File: src/aeds_defines.svh
// Constants for the axis error detect and stop block
`ifndef AEDS_DEFINES_SVH
`define AEDS_DEFINES_SVH

// ----------------------------------------------------------------
// Error codes (decimal code value held in binary)
// ----------------------------------------------------------------
`define AEDS_CODE_W 10
`define AEDS_ERR_NONE 10'h000
`define AEDS_ERR_FAULT 10'h001
`define AEDS_ERR_ZERO 10'h003
`define AEDS_ERR_OVFL 10'h004
`define AEDS_ERR_UNFL 10'h005
`define AEDS_ERR_POS_RANGE 10'h033
`define AEDS_ERR_SPD_RANGE 10'h034
`define AEDS_ERR_OP_STOP 10'h064
`define AEDS_ERR_HOST_OFF 10'h065
`define AEDS_ERR_DRV_OFF 10'h066
`define AEDS_ERR_TEST 10'h067
`define AEDS_ERR_LIM_UP 10'h068
`define AEDS_ERR_LIM_LO 10'h069
`define AEDS_ERR_STOP_IN 10'h06A
`define AEDS_ERR_RDY_BUSY 10'h06B
`define AEDS_ERR_AT_HOME 10'h0C9
`define AEDS_ERR_DOG 10'h0CB

// ----------------------------------------------------------------
// Fault input bit positions
// ----------------------------------------------------------------
`define AEDS_FLT_FAULT 0
`define AEDS_FLT_ZERO 1
`define AEDS_FLT_OVFL 2
`define AEDS_FLT_UNFL 3

// ----------------------------------------------------------------
// Reset values and default limits
// ----------------------------------------------------------------
`define AEDS_PREP_RST 1'b1
`define AEDS_POS_MAX 32'h3FFFFFFF
`define AEDS_SPD_MAX 16'hF000
`define AEDS_DECEL_STEP 16'h0001
`define AEDS_RAPID_STEP 16'h0010

`endif

File: src/aeds_pkg.sv
// Types for the axis error detect and stop block
package aeds_pkg;

  // Gray order along idle, run, stop, halt
  typedef enum logic [1:0] {
    AEDS_IDLE = 2'b00,
    AEDS_RUN  = 2'b01,
    AEDS_STOP = 2'b11,
    AEDS_HALT = 2'b10
  } aeds_state_e;

  typedef enum logic [1:0] {
    AEDS_ST_NONE  = 2'b00,
    AEDS_ST_DECEL = 2'b01,
    AEDS_ST_RAPID = 2'b11,
    AEDS_ST_IMMED = 2'b10
  } aeds_stop_e;

endpackage

File: src/aeds_axis.sv
// Axis error detection, error code latch and stop handling
`timescale 1ns/1ps
`default_nettype none
`include "aeds_defines.svh"

module aeds_axis import aeds_pkg::*; #(
  parameter int POS_W = 32,
  parameter int SPD_W = 16,
  parameter logic [POS_W-1:0] POS_MAX = `AEDS_POS_MAX,
  parameter logic [SPD_W-1:0] SPD_MAX = `AEDS_SPD_MAX
) (
  input wire logic sys_clk,
  input wire logic reset_n,
  input wire logic host_controller_ready,
  input wire logic start_req,
  input wire logic start_home,
  input wire logic [POS_W-1:0] start_pos,
  input wire logic [SPD_W-1:0] start_speed,
  input wire logic [POS_W-1:0] param_pos,
  input wire logic [SPD_W-1:0] param_speed,
  input wire logic drive_ready,
  input wire logic limit_upper,
  input wire logic limit_lower,
  input wire logic stop_in,
  input wire logic op_stop_req,
  input wire logic rapid_stop_sel,
  input wire logic test_mode,
  input wire logic test_err,
  input wire logic at_home,
  input wire logic home_retry_en,
  input wire logic home_decel,
  input wire logic dog_detect,
  input wire logic [3:0] hw_fault,
  input wire logic axis_err_reset,
  output logic module_prep_done_flag,
  output logic busy,
  output logic system_halt,
  output logic test_lock,
  output logic [`AEDS_CODE_W-1:0] error_code,
  output aeds_stop_e stop_type,
  output logic [SPD_W-1:0] cmd_speed
);

  // ----------------------------------------------------------------
  // State
  // ----------------------------------------------------------------
  aeds_state_e state_ff, nxt_state;
  aeds_stop_e stop_ff, nxt_stop;
  logic [`AEDS_CODE_W-1:0] code_ff;
  logic prep_ff, rdy_q_ff, ignore_ff, lock_ff, busy_ff, halt_ff;
  logic rdy_rise, rdy_fall, err_evt, load, ramp_stopped;
  logic [`AEDS_CODE_W-1:0] err_val;
  aeds_stop_e sel_stop;

  function automatic logic pos_ok(input logic [POS_W-1:0] v);
    return v <= POS_MAX;
  endfunction

  function automatic logic spd_ok(input logic [SPD_W-1:0] v);
    return (v != '0) && (v <= SPD_MAX);
  endfunction

  assign rdy_rise = host_controller_ready && !rdy_q_ff;
  assign rdy_fall = !host_controller_ready && rdy_q_ff;
  assign sel_stop = rapid_stop_sel ? AEDS_ST_RAPID : AEDS_ST_DECEL;

  // ----------------------------------------------------------------
  // Error detection and sequencing
  // ----------------------------------------------------------------
  always_comb begin
    nxt_state = state_ff;
    nxt_stop = stop_ff;
    err_evt = 1'b0;
    err_val = `AEDS_ERR_NONE;
    load = 1'b0;
    case (state_ff)
      AEDS_IDLE: begin
        if (rdy_rise && !pos_ok(param_pos)) begin
          err_evt = 1'b1;
          err_val = `AEDS_ERR_POS_RANGE;
        end else if (rdy_rise && !spd_ok(param_speed)) begin
          err_evt = 1'b1;
          err_val = `AEDS_ERR_SPD_RANGE;
        end else if (start_req && host_controller_ready && !ignore_ff && !lock_ff) begin
          err_evt = 1'b1;
          if (limit_upper) begin
            err_val = `AEDS_ERR_LIM_UP;
          end else if (limit_lower) begin
            err_val = `AEDS_ERR_LIM_LO;
          end else if (stop_in) begin
            err_val = `AEDS_ERR_STOP_IN;
          end else if (start_home && at_home && !home_retry_en) begin
            err_val = `AEDS_ERR_AT_HOME;
          end else if (!start_home && !pos_ok(start_pos)) begin
            err_val = `AEDS_ERR_POS_RANGE;
          end else if (!spd_ok(start_speed)) begin
            err_val = `AEDS_ERR_SPD_RANGE;
          end else begin
            err_evt = 1'b0;
            load = 1'b1;
            nxt_state = AEDS_RUN;
            nxt_stop = AEDS_ST_NONE;
          end
        end
      end
      AEDS_RUN: begin
        err_evt = 1'b1;
        nxt_state = AEDS_STOP;
        if (!drive_ready) begin
          err_val = `AEDS_ERR_DRV_OFF;
          nxt_stop = AEDS_ST_IMMED;
        end else if (limit_upper) begin
          err_val = `AEDS_ERR_LIM_UP;
          nxt_stop = AEDS_ST_DECEL;
        end else if (limit_lower) begin
          err_val = `AEDS_ERR_LIM_LO;
          nxt_stop = AEDS_ST_DECEL;
        end else if (test_mode && test_err) begin
          err_val = `AEDS_ERR_TEST;
          nxt_stop = AEDS_ST_DECEL;
        end else if (!host_controller_ready) begin
          err_val = `AEDS_ERR_HOST_OFF;
          nxt_stop = sel_stop;
        end else if (op_stop_req) begin
          err_val = `AEDS_ERR_OP_STOP;
          nxt_stop = sel_stop;
        end else if (home_decel && dog_detect) begin
          err_val = `AEDS_ERR_DOG;
          nxt_stop = AEDS_ST_DECEL;
        end else if (rdy_rise) begin
          err_val = `AEDS_ERR_RDY_BUSY;
          nxt_state = AEDS_RUN;
        end else begin
          err_evt = 1'b0;
          nxt_state = AEDS_RUN;
        end
      end
      AEDS_STOP: begin
        if (rdy_rise) begin
          err_evt = 1'b1;
          err_val = `AEDS_ERR_RDY_BUSY;
        end
        if (ramp_stopped) begin
          nxt_state = AEDS_IDLE;
        end
      end
      AEDS_HALT: nxt_state = AEDS_HALT;
      default: nxt_state = AEDS_IDLE;
    endcase
    // Hardware faults outrank every axis condition
    if (state_ff != AEDS_HALT && hw_fault != 4'h0) begin
      err_evt = 1'b1;
      nxt_state = AEDS_HALT;
      nxt_stop = AEDS_ST_IMMED;
      if (hw_fault[`AEDS_FLT_FAULT]) begin
        err_val = `AEDS_ERR_FAULT;
      end else if (hw_fault[`AEDS_FLT_ZERO]) begin
        err_val = `AEDS_ERR_ZERO;
      end else if (hw_fault[`AEDS_FLT_OVFL]) begin
        err_val = `AEDS_ERR_OVFL;
      end else begin
        err_val = `AEDS_ERR_UNFL;
      end
    end
  end

  always_ff @(posedge sys_clk or negedge reset_n) begin
    if (!reset_n) begin
      state_ff <= AEDS_IDLE;
      stop_ff <= AEDS_ST_NONE;
      busy_ff <= 1'b0;
      halt_ff <= 1'b0;
    end else begin
      state_ff <= nxt_state;
      stop_ff <= nxt_stop;
      busy_ff <= (nxt_state == AEDS_RUN) || (nxt_state == AEDS_STOP);
      halt_ff <= (nxt_state == AEDS_HALT);
    end
  end

  // ----------------------------------------------------------------
  // Error code latch; a new error wins over a reset in the same cycle
  // ----------------------------------------------------------------
  always_ff @(posedge sys_clk or negedge reset_n) begin
    if (!reset_n) begin
      code_ff <= `AEDS_ERR_NONE;
    end else if (err_evt) begin
      code_ff <= err_val;
    end else if (axis_err_reset && !halt_ff && !lock_ff) begin
      code_ff <= `AEDS_ERR_NONE;
    end
  end

  // Only a power cycle, seen here as reset, releases the test lock
  always_ff @(posedge sys_clk or negedge reset_n) begin
    if (!reset_n) begin
      lock_ff <= 1'b0;
    end else if (err_evt && err_val == `AEDS_ERR_TEST) begin
      lock_ff <= 1'b1;
    end
  end

  // ----------------------------------------------------------------
  // Host ready tracking and preparation flag
  // ----------------------------------------------------------------
  always_ff @(posedge sys_clk or negedge reset_n) begin
    if (!reset_n) begin
      rdy_q_ff <= 1'b0;
      prep_ff <= `AEDS_PREP_RST;
      ignore_ff <= 1'b0;
    end else begin
      rdy_q_ff <= host_controller_ready;
      if (rdy_fall) begin
        prep_ff <= 1'b1;
        ignore_ff <= 1'b0;
      end else if (rdy_rise && busy_ff) begin
        ignore_ff <= 1'b1;
      end else if (rdy_rise && !err_evt && state_ff == AEDS_IDLE) begin
        prep_ff <= 1'b0;
      end
    end
  end

  aeds_ramp #(
    .SPD_W(SPD_W)
  ) u_ramp (
    .sys_clk(sys_clk),
    .reset_n(reset_n),
    .load(load),
    .load_speed(start_speed),
    .stopping(state_ff == AEDS_STOP || state_ff == AEDS_HALT),
    .stop_type(stop_ff),
    .speed_ff(cmd_speed),
    .stopped_ff(ramp_stopped)
  );

  assign module_prep_done_flag = prep_ff;
  assign busy = busy_ff;
  assign system_halt = halt_ff;
  assign test_lock = lock_ff;
  assign error_code = code_ff;
  assign stop_type = stop_ff;

  // ----------------------------------------------------------------
  // Assertions
  // ----------------------------------------------------------------
  wire run_q = (state_ff == AEDS_RUN) && hw_fault == 4'h0;
  wire idle_start = (state_ff == AEDS_IDLE) && hw_fault == 4'h0 && !rdy_rise && start_req
    && host_controller_ready && !ignore_ff && !lock_ff;

  property p_pos_rise;
    @(posedge sys_clk) disable iff (!reset_n)
    (state_ff == AEDS_IDLE) && hw_fault == 4'h0 && rdy_rise && !pos_ok(param_pos)
    |=> module_prep_done_flag && error_code == `AEDS_ERR_POS_RANGE;
  endproperty
  a_pos_rise: assert property (p_pos_rise) else $error("pos range rise");

  property p_spd_start;
    @(posedge sys_clk) disable iff (!reset_n)
    idle_start && !limit_upper && !limit_lower && !stop_in && !start_home
    && pos_ok(start_pos) && !spd_ok(start_speed)
    |=> !busy && error_code == `AEDS_ERR_SPD_RANGE;
  endproperty
  a_spd_start: assert property (p_spd_start) else $error("speed range start");

  property p_op_stop;
    @(posedge sys_clk) disable iff (!reset_n)
    run_q && drive_ready && !limit_upper && !limit_lower && !(test_mode && test_err)
    && host_controller_ready && op_stop_req
    |=> error_code == `AEDS_ERR_OP_STOP && stop_type != AEDS_ST_IMMED;
  endproperty
  a_op_stop: assert property (p_op_stop) else $error("operator stop");

  property p_host_off;
    @(posedge sys_clk) disable iff (!reset_n)
    run_q && drive_ready && !limit_upper && !limit_lower && !(test_mode && test_err)
    && !host_controller_ready
    |=> error_code == `AEDS_ERR_HOST_OFF && stop_type == $past(sel_stop);
  endproperty
  a_host_off: assert property (p_host_off) else $error("host ready off");

  property p_drv_off;
    @(posedge sys_clk) disable iff (!reset_n)
    run_q && !drive_ready |=> error_code == `AEDS_ERR_DRV_OFF && stop_type == AEDS_ST_IMMED
    ##1 cmd_speed == '0;
  endproperty
  a_drv_off: assert property (p_drv_off) else $error("drive off not immediate");

  property p_test;
    @(posedge sys_clk) disable iff (!reset_n)
    run_q && drive_ready && !limit_upper && !limit_lower && test_mode && test_err
    |=> test_lock && error_code == `AEDS_ERR_TEST ##1 test_lock;
  endproperty
  a_test: assert property (p_test) else $error("test error lock");

  property p_lim_start;
    @(posedge sys_clk) disable iff (!reset_n)
    idle_start && limit_upper |=> !busy && error_code == `AEDS_ERR_LIM_UP;
  endproperty
  a_lim_start: assert property (p_lim_start) else $error("upper limit start");

  property p_stop_in;
    @(posedge sys_clk) disable iff (!reset_n)
    idle_start && !limit_upper && !limit_lower && stop_in
    |=> !busy && error_code == `AEDS_ERR_STOP_IN;
  endproperty
  a_stop_in: assert property (p_stop_in) else $error("stop input start");

  property p_rdy_busy;
    @(posedge sys_clk) disable iff (!reset_n)
    busy && rdy_rise |=> ignore_ff && module_prep_done_flag;
  endproperty
  a_rdy_busy: assert property (p_rdy_busy) else $error("ready rise while busy");

  property p_home;
    @(posedge sys_clk) disable iff (!reset_n)
    idle_start && !limit_upper && !limit_lower && !stop_in && start_home && at_home
    && !home_retry_en |=> !busy && error_code == `AEDS_ERR_AT_HOME;
  endproperty
  a_home: assert property (p_home) else $error("start at home");

  property p_dog;
    @(posedge sys_clk) disable iff (!reset_n)
    run_q && drive_ready && !limit_upper && !limit_lower && !(test_mode && test_err)
    && host_controller_ready && !op_stop_req && home_decel && dog_detect
    |=> error_code == `AEDS_ERR_DOG && stop_type == AEDS_ST_DECEL;
  endproperty
  a_dog: assert property (p_dog) else $error("dog timing");

  property p_fault;
    @(posedge sys_clk) disable iff (!reset_n)
    !system_halt && hw_fault[`AEDS_FLT_FAULT] |=> system_halt
    && error_code == `AEDS_ERR_FAULT ##1 system_halt;
  endproperty
  a_fault: assert property (p_fault) else $error("fault halt");

  property p_clear;
    @(posedge sys_clk) disable iff (!reset_n)
    axis_err_reset && !err_evt && !system_halt && !test_lock |=> error_code == `AEDS_ERR_NONE;
  endproperty
  a_clear: assert property (p_clear) else $error("error reset");

  property p_hold;
    @(posedge sys_clk) disable iff (!reset_n)
    !axis_err_reset && !err_evt |=> $stable(error_code);
  endproperty
  a_hold: assert property (p_hold) else $error("error code not held");

endmodule
`default_nettype wire

File: src/aeds_ramp.sv
// Speed ramp that winds the commanded speed down for each stop type
`timescale 1ns/1ps
`default_nettype none
`include "aeds_defines.svh"

module aeds_ramp import aeds_pkg::*; #(
  parameter int SPD_W = 16,
  parameter logic [SPD_W-1:0] DECEL_STEP = `AEDS_DECEL_STEP,
  parameter logic [SPD_W-1:0] RAPID_STEP = `AEDS_RAPID_STEP
) (
  input wire logic sys_clk,
  input wire logic reset_n,
  input wire logic load,
  input wire logic [SPD_W-1:0] load_speed,
  input wire logic stopping,
  input wire aeds_stop_e stop_type,
  output logic [SPD_W-1:0] speed_ff,
  output logic stopped_ff
);

  logic [SPD_W-1:0] nxt_speed;
  logic [SPD_W-1:0] step;

  // Saturating step keeps the ramp from wrapping past zero
  always_comb begin
    step = DECEL_STEP;
    nxt_speed = speed_ff;
    case (stop_type)
      AEDS_ST_RAPID: step = RAPID_STEP;
      default: step = DECEL_STEP;
    endcase
    if (load) begin
      nxt_speed = load_speed;
    end else if (stopping) begin
      if (stop_type == AEDS_ST_IMMED || speed_ff <= step) begin
        nxt_speed = '0;
      end else begin
        nxt_speed = speed_ff - step;
      end
    end
  end

  always_ff @(posedge sys_clk or negedge reset_n) begin
    if (!reset_n) begin
      speed_ff <= '0;
      stopped_ff <= 1'b1;
    end else begin
      speed_ff <= nxt_speed;
      stopped_ff <= (nxt_speed == '0);
    end
  end

endmodule
`default_nettype wire

File: config.mk
export PLATFORM = sky130hd
export DESIGN_NAME = aeds_axis
export DESIGN_NICKNAME = d
export VERILOG_FILES = /design/src/aeds_pkg.sv /design/src/aeds_axis.sv /design/src/aeds_ramp.sv
export VERILOG_INCLUDE_DIRS = /design/src
export SDC_FILE = /design/constraint.sdc
export NUM_CORES = 1
export LEC_CHECK = 0
export BUFFER_PORTS_ARGS = -buffer_cell sky130_fd_sc_hd__buf_4
export CAP_MARGIN = 20
export CORE_ASPECT_RATIO = 1.5
export CORE_UTILIZATION = 25
export DETAILED_ROUTE_END_ITERATION = 8
export PLACE_DENSITY = 0.48
export SETUP_SLACK_MARGIN = 0.02
export SLEW_MARGIN = 0
export SYNTH_ARGS = -nofsm -noshare
export SYNTH_HDL_FRONTEND = slang
export SYNTH_SLANG_ARGS = --single-unit
export TNS_END_PERCENT = 10
File: constraint.sdc
create_clock -name sys_clk -period 4.8 [get_ports sys_clk]
set_input_delay 0.96 -clock sys_clk [delete_from_list [all_inputs] [get_ports sys_clk]]
set_output_delay 0.96 -clock sys_clk [all_outputs]
set_load 0.005 [all_outputs]
==> results of run 1 <==
-- cell usage after synthesis, drive strengths merged (3+ instances only) --
library cell  count
a22o              3
o211ai            6
nand2b            6
nor3b             4
nor2b             3
clkbuf            6
ha                3
nand3             9
o2111ai           3
a21oi            18
xnor2             8
a311o             3
dfrtp            32
nor2             33
nand2            34
a221oi            3
inv              11
xor2              5
o2bb2ai           4
o21ai            25
o31ai             5
nor4             10
buf               6
a21o              7
nor3             19
nand4             6
-- cell type report --
class	count	area [µm²]	share of cell area, %
clock buffer	5	125	3.59
clock inverter	3	68.8	1.97
inverter	13	48.8	1.40
multi-input combinational	253	1580	45.3
sequential	34	853	24.5
tap	115	144	4.12
timing repair buffer	89	668	19.2
-- power by group through the flow --
stage          Clock (mW)  Sequential (mW)  Combinational [mW]
3_5_place_dp            0            0.382               0.683
4_1_cts             0.436            0.377               0.690
2_1_floorplan           0            0.365               0.478
6_report            0.425            0.376               0.683
5_1_grt             0.445            0.384               0.757
3_3_place_gp            0            0.380               0.681
-- worst max path at each step --
stage                                   from                            end  slack [ns]  cells past startpoint
floorplan                     param_speed[2]          test_lock$_DFFE_PN0P_        2.10                      7
global placement              param_speed[6]          test_lock$_DFFE_PN0P_        1.42                      8
detailed placement            start_speed[0]  u_ramp.speed_ff[12]$_DFF_PN0_        1.41                      8
CTS                 stop_type[1]$_DFFE_PN0P_    u_ramp.stopped_ff$_DFF_PN1_        1.46                     10
global route        stop_type[1]$_DFFE_PN0P_    u_ramp.stopped_ff$_DFF_PN1_        1.23                     10
finish              stop_type[1]$_DFFE_PN0P_    u_ramp.stopped_ff$_DFF_PN1_        1.49                     10
-- state kept, by name, summed over array words and instances (netlist names) --
register,count
busy,1
error_code,8
ignore_ff,1
module_prep_done_flag,1
rdy_q_ff,1
state_ff,1
stop_type,2
system_halt,1
test_lock,1
u_ramp.speed_ff,16
u_ramp.stopped_ff,1
-- through the flow --
step,utilization (%),instances
detailed placement,33.6,504
floorplan,-,312
CTS,35.6,512
global placement,33.6,504
finish,35.6,512
global route,35.6,512
-- cell families (layout without fill, tap and decap cells) --
| group | after synthesis | count (layout) | share of synthesized area, % |
|---|---|---|---|
| AND/OR/NAND/NOR | 142 | 142 | 28.9 |
| AO/OA/AOI/OAI | 90 | 90 | 25.2 |
| flip-flops | 34 | 34 | 33.4 |
| buffers and inverters | 25 | 110 | 5.19 |
| XOR/XNOR | 13 | 13 | 4.45 |
| adder cells (fa/ha/maj) | 3 | 3 | 1.47 |
| multiplexers | 3 | 3 | 1.22 |
| other | 1 | 2 | 0.147 |
-- cells in the final DEF, fill, tap and decap left out, types with 2 or more instances in the layout --
| master | count |
|---|---|
| nor3_1 | 18 |
| xor2_1 | 5 |
| nand2b_1 | 6 |
| a41o_1 | 2 |
| a311o_1 | 3 |
| nor4_1 | 10 |
| a221oi_1 | 2 |
| xnor2_1 | 8 |
| o2111ai_1 | 3 |
| nor2_2 | 2 |
| dfstp_2 | 2 |
| a22o_1 | 3 |
| a21o_1 | 7 |
| conb_1 | 2 |
| o21ai_0 | 24 |
| a21oi_1 | 18 |
| and2b_2 | 2 |
| nand3_1 | 9 |
| nand3b_1 | 2 |
| nor3b_1 | 4 |
| and2_1 | 2 |
| o211ai_1 | 6 |
| nand2_1 | 34 |
| inv_1 | 11 |
| buf_4 | 89 |
| ha_1 | 3 |
| o2bb2ai_1 | 4 |
| bufinv_16 | 2 |
| dfrtp_1 | 32 |
| clkinv_1 | 2 |
| nand4_1 | 6 |
| clkbuf_16 | 5 |
| nor2_1 | 31 |
| nor2b_1 | 3 |
| o31ai_1 | 5 |
| mux2i_1 | 2 |
-- per-layer routing --
layer | up-vias | part of all wire [%] | wire length [µm]
met3 | 24 | 6.3 | 546
met4 | 0 | 4.2 | 367
li1 | 1324 | - | -
met2 | 109 | 51 | 4390
met1 | 1265 | 39 | 3370
met5 | - | 0 | 0
==> results.json, run 1 <==
{
  "status": "finished with violations",
  "violations": "DRC",
  "grt_max_degree": 35,
  "dieArea_um2": 10600,
  "chipWidth_um": 84.6,
  "design_area_um2": 3490,
  "swShare_pct": 37.1,
  "p_int_uw": 933,
  "post_cts.repair.setup_buffers": 0,
  "drv_slew": 0,
  "ir_worst_vdd_mv": 0.225,
  "port_buffers": 87,
  "cts_tree": "done",
  "antenna_found_initial": 0,
  "timing.final.crit_period_ns": 3.31,
  "ys_seq_area_share_pct": 33.4,
  "cts_sinks": 34,
  "p_switching_uw": 551,
  "grt_pass1_vias": 2737,
  "diodes": 0,
  "p_seq_share_pct": 25.3,
  "fmax_mhz": 302,
  "power_density_nw_per_um2": 425,
  "fp-row-count": 44,
  "whs_endpoint": "error_code[0]$_DFFE_PN0P_",
  "synth_edf_count": 0,
  "cp-start-kind": "register",
  "rsz0062_at_grt": "no",
  "cts_hold_buf": 0,
  "num_vias": 2722,
  "pin_count": 150,
  "setup_viol": 0,
  "detail_route.iter0.violations": 150,
  "grt_use_total_pct": 16.7,
  "p_leak_nw": 1.57,
  "ant_nets": 0,
  "nNetsFinal": 517,
  "drv_cap": 0,
  "first_pass_iters": 6,
  "clk_latency_ns": 0.28,
  "endpoint_kind": "register",
  "crit_buf_inv": 0,
  "holdWs_ns": 0.488,
  "hold_depth": 1,
  "synth_area_um2": 2560,
  "cts_max_level": 2,
  "r2r_end": "u_ramp.stopped_ff$_DFF_PN1_",
  "path_delay_family": "simple AND/OR/NAND/NOR gates",
  "hpwl_um": 6940,
  "hold_violations": 0,
  "p_total_mw": 1.48,
  "die_h_um": 126,
  "r2r_start": "stop_type[1]$_DFFE_PN0P_",
  "tightest_slew_ns": 0.918,
  "ys_ff_latch": 34,
  "wl_per_cell_um": 16.9,
  "busiest_layer": "met2",
  "core_um2": 9800,
  "areaGrowthSynthToFinish_pct": 36.5,
  "cts-resized-gates": 0,
  "tns_ns": 0,
  "synth_ff_type": "dfrtp_1",
  "yosys-top-cells-area": "dfrtp_1 (31%), nand2_1 (5.0%), o21ai_0 (4.7%)",
  "cts_buffer_depth": 2,
  "cp.required_ns": 4.99,
  "wl_um": 8670,
  "path_cells": "nand2_1 -> ha_1 -> ha_1 -> nor3b_1 -> o31ai_1 -> a2111oi_4 -> nor2_2 -> nor2_2 -> nor2_1 -> a221oi_2",
  "max_stage_delay_ns": 0.77,
  "power_frac_comb_pct": 46.0,
  "numCtsBuffers": 5,
  "use_met1_pct": 17.8,
  "slowest_stage": "nor3b_1",
  "synth_cell_type_count": 66,
  "met3_usage_pct": 3.47,
  "overflow": 0,
  "use_met2_pct": 30.4,
  "grt_pass1_wl_um": 13800,
  "synthArstFlopShare_pct": 100,
  "pre_cts_ws_ns": 1.41,
  "worstHoldStart": "error_code[0]$_DFFE_PN0P_",
  "nFillCells": 1018,
  "yosys.area.top_type": "dfrtp_1",
  "worst-setup-path-type": "register to register",
  "clock-root-buffer": "clkbuf_16",
  "syn_inst": 311,
  "place_congestion": 0.871,
  "synth_top_cell_area_share_pct": 31.3,
  "worstPathMaxFanout": 11,
  "fin_ws_ns": 1.49,
  "syn_avg_cell_area_um2": 8.22,
  "fin_skew_ns": 0.00454,
  "min_path_type": "register to register",
  "path_clk_slew_ns": 0.06,
  "drive_gt1_share_pct": 28.7,
  "period_share_pct": 69.0,
  "max_slew_margin_pct": 38.7,
  "via_per_inst": 5.32,
  "drcViolationCount": 10,
  "initial_core_util_pct": 26.1,
  "place_area_um2": 3290,
  "p_clk_share_pct": 28.7,
  "rrSetupSlack_ns": 1.49,
  "cp.arrival_ns": 3.50,
  "r2r_cells": 10,
  "ys.warnings.count": 0
}
Note: power is estimated with default switching activity, not from simulation.
==> run 2, diff against run 1 <==
ABC_AREA = 1   (was unset)
clock period = 2.7 ns   (was 4.8 ns; I/O delays follow)
==> run 2 against run 1 <==
Net effect:
- the run now ends clean
- synthesized area grew 13%
- via count is 12% higher
- die area increased by 13%
- sequential share of layout area decreased by 2.4 points
- largest power group unchanged
- highest routed layer unchanged
==> results.json, run 2 <==
{
  "drive_gt1_share_pct": 29.7,
  "setup_viol": 0,
  "place_area_um2": 3690,
  "synth.most_common_cell": "nand2_1",
  "multi_input_area_um2": 1710,
  "power_density_nw_per_um2": 750,
  "ys_ff_latch": 34,
  "wl_per_cell_um": 13.6,
  "syn_avg_cell_area_um2": 6.49,
  "fp-row-count": 47,
  "max_stage_delay_ns": 0.41,
  "synth_top_cell_area_share_pct": 27.7,
  "synth_area_um2": 2890,
  "die_h_um": 134,
  "worstPathMaxFanout": 6,
  "ys_seq_area_share_pct": 29.5,
  "synth_edf_count": 0,
  "path_delay_family": "simple AND/OR/NAND/NOR gates",
  "endpoint_kind": "register",
  "fin_util_pct": 34.6,
  "dieArea_um2": 12000,
  "p_leak_nw": 2.09,
  "final_common_cell": "nand2_1",
  "core_um2": 11200,
  "diodes": 0,
  "top_register": "u_ramp.speed_ff",
  "clock-root-buffer": "clkbuf_16",
  "crit_buf_inv": 1,
  "final-seq-area_um2": 853,
  "pin_count": 150,
  "num_vias": 3050,
  "rsz0062_at_grt": "no",
  "status": "finished, final reports clean",
  "slowest_stage": "dfrtp_1",
  "hold_violations": 0,
  "overflow": 0,
  "cp.required_ns": 2.91,
  "ir_worst_vdd_mv": 0.264,
  "synth_common_cells": "nand2_1 (124), nor2_1 (66), inv_1 (57)",
  "hpwl_um": 7770,
  "grt_use_total_pct": 15.9,
  "path_clk_slew_ns": 0.05,
  "detail_route.iter0.violations": 69,
  "timing.final.crit_period_ns": 2.37,
  "grt_pass1_wl_um": 14900,
  "tightest_slew_ns": 0.561,
  "yosys-top-cells-area": "dfrtp_1 (28%), nand2_1 (16%), nor2_1 (8.6%)",
  "clk_latency_ns": 0.28,
  "drv_slew": 0,
  "antenna_found_initial": 0,
  "place_congestion": 0.882,
  "cp_common_cell": "nand2_1",
  "cts_buffer_depth": 2,
  "numCtsBuffers": 5,
  "areaGrowthSynthToFinish_pct": 33.7,
  "grt_max_degree": 35,
  "initial_core_util_pct": 25.9,
  "fmax_mhz": 421,
  "period_share_pct": 88.0,
  "chipWidth_um": 89.9,
  "tns_ns": 0,
  "fin_skew_ns": 0.00458,
  "max_slew_margin_pct": 62.6,
  "nNetsFinal": 658,
  "worst-setup-path-type": "register to register",
  "min_path_type": "input port to async pin",
  "cts_tree": "done",
  "path_cells": "nand2_1 -> ha_2 -> inv_1 -> nor2_1 -> nand4_1 -> nand2_1 -> nand2_1 -> nand2_1 -> nand2_2 -> nand2_1 -> o21ai_0 -> nand2_2 -> nand3_1 -> nor2_1 -> nand2_1 -> nor2_1",
  "cp.arrival_ns": 2.59,
  "synth_cell_type_count": 42,
  "synthArstFlopShare_pct": 100,
  "yosys.area.top_type": "dfrtp_1",
  "drcViolationCount": 0,
  "via_per_inst": 4.45,
  "port_buffers": 87,
  "first_pass_iters": 4,
  "cts_max_level": 2,
  "ys.warnings.count": 0,
  "cp-start-kind": "register",
  "design_area_um2": 3870,
  "ant_nets": 0,
  "nFillCells": 1274,
  "largest_register_ffs": 16,
  "wl_um": 9290,
  "grt_pass1_vias": 3200,
  "drv_cap": 0,
  "syn_inst": 446,
  "synth_ff_type": "dfrtp_1",
  "cts_sinks": 34,
  "mostFrequentLayoutCells": "nand2_1 (124), buf_4 (89), nor2_1 (66)"
}
run 2: changes by cell type in the layout (fill, tap and decap cells not counted), moves of 9 or more:
cell / before / now
nand2_1: 34 / 124
nor2_1: 31 / 66
nor4_1: 10 / 1
nor3_1: 18 / 5
nand2_2: 0 / 20
nand3_1: 9 / 26
inv_2: 0 / 16
inv_1: 11 / 57
run 2: worst paths after layout:
path                                                         from                           endpoint  cells after the start  slack (ns)
worst min-delay path                                      reset_n          error_code[0]$_DFFE_PN0P_                      1        0.20
worst max-delay path                     stop_type[1]$_DFFE_PN0P_        u_ramp.stopped_ff$_DFF_PN1_                     16        0.33
worst max register to register           stop_type[1]$_DFFE_PN0P_        u_ramp.stopped_ff$_DFF_PN1_                     16        0.33
min in group sys_clk                        host_controller_ready                 rdy_q_ff$_DFF_PN0_                      1        0.42
max in group asynchronous                                 reset_n  module_prep_done_flag$_DFFE_PN1P_                      1        2.15
worst min register to register  module_prep_done_flag$_DFFE_PN1P_  module_prep_done_flag$_DFFE_PN1P_                      2        0.49
run 2: logic make-up after synthesis:
| group | Yosys count | share of synthesized area, % |
|---|---|---|
| other cells | 1 | 0.130 |
| compound gates | 45 | 9.04 |
| flops | 34 | 29.5 |
| simple gates | 274 | 45.7 |
| buf+inv | 80 | 11.6 |
| fa+ha+maj | 3 | 1.30 |
| xor+xnor | 9 | 2.72 |
run 2: power by group:
| part | total [mW] | internal (mW) | switching [mW] |
|---|---|---|---|
| sequential | 0.711 | 0.607 | 0.103 |
| combinational | 1.52 | 0.624 | 0.892 |
| clock | 0.677 | 0.461 | 0.216 |
| total | 2.90 | 1.69 | 1.21 |
run 2: cell type report:
cell class / count / area share [%]
clock buffer: 7 / 3.69
clock inverter: 1 / 0.776
inverter: 74 / 7.24
multi-input combinational: 333 / 44.2
sequential: 34 / 22.0
tap: 147 / 4.75
timing repair buffer: 89 / 17.3
run 2: what timing repair did:
item	CTS	global route
gates resized for setup	0	2
buffers inserted	0	0
hold buffers	0	0
endpoints found under the setup margin	0	1
run 2: layer usage:
| layer | part of all wire, % | global-route usage, % |
|---|---|---|
| met4 | 4.2 | 8.42 |
| met2 | 57 | 33.2 |
| met5 | 0 | 0 |
| met3 | 4.6 | 3.12 |
| met1 | 34 | 13.9 |
run 2: stage by stage:
step | hold WS (ns) | std cells | power, mW | setup slack (ns)
finish | 0.203 | 685 | 2.90 | 0.325
global route | 0.249 | 685 | 3.20 | 0.0189
CTS | 0.229 | 685 | 2.93 | 0.308
detailed placement | 0.475 | 677 | 2.23 | 0.336
global placement | 0.471 | 677 | 2.23 | 0.309
floorplan | 0.244 | 447 | 1.75 | 0.762
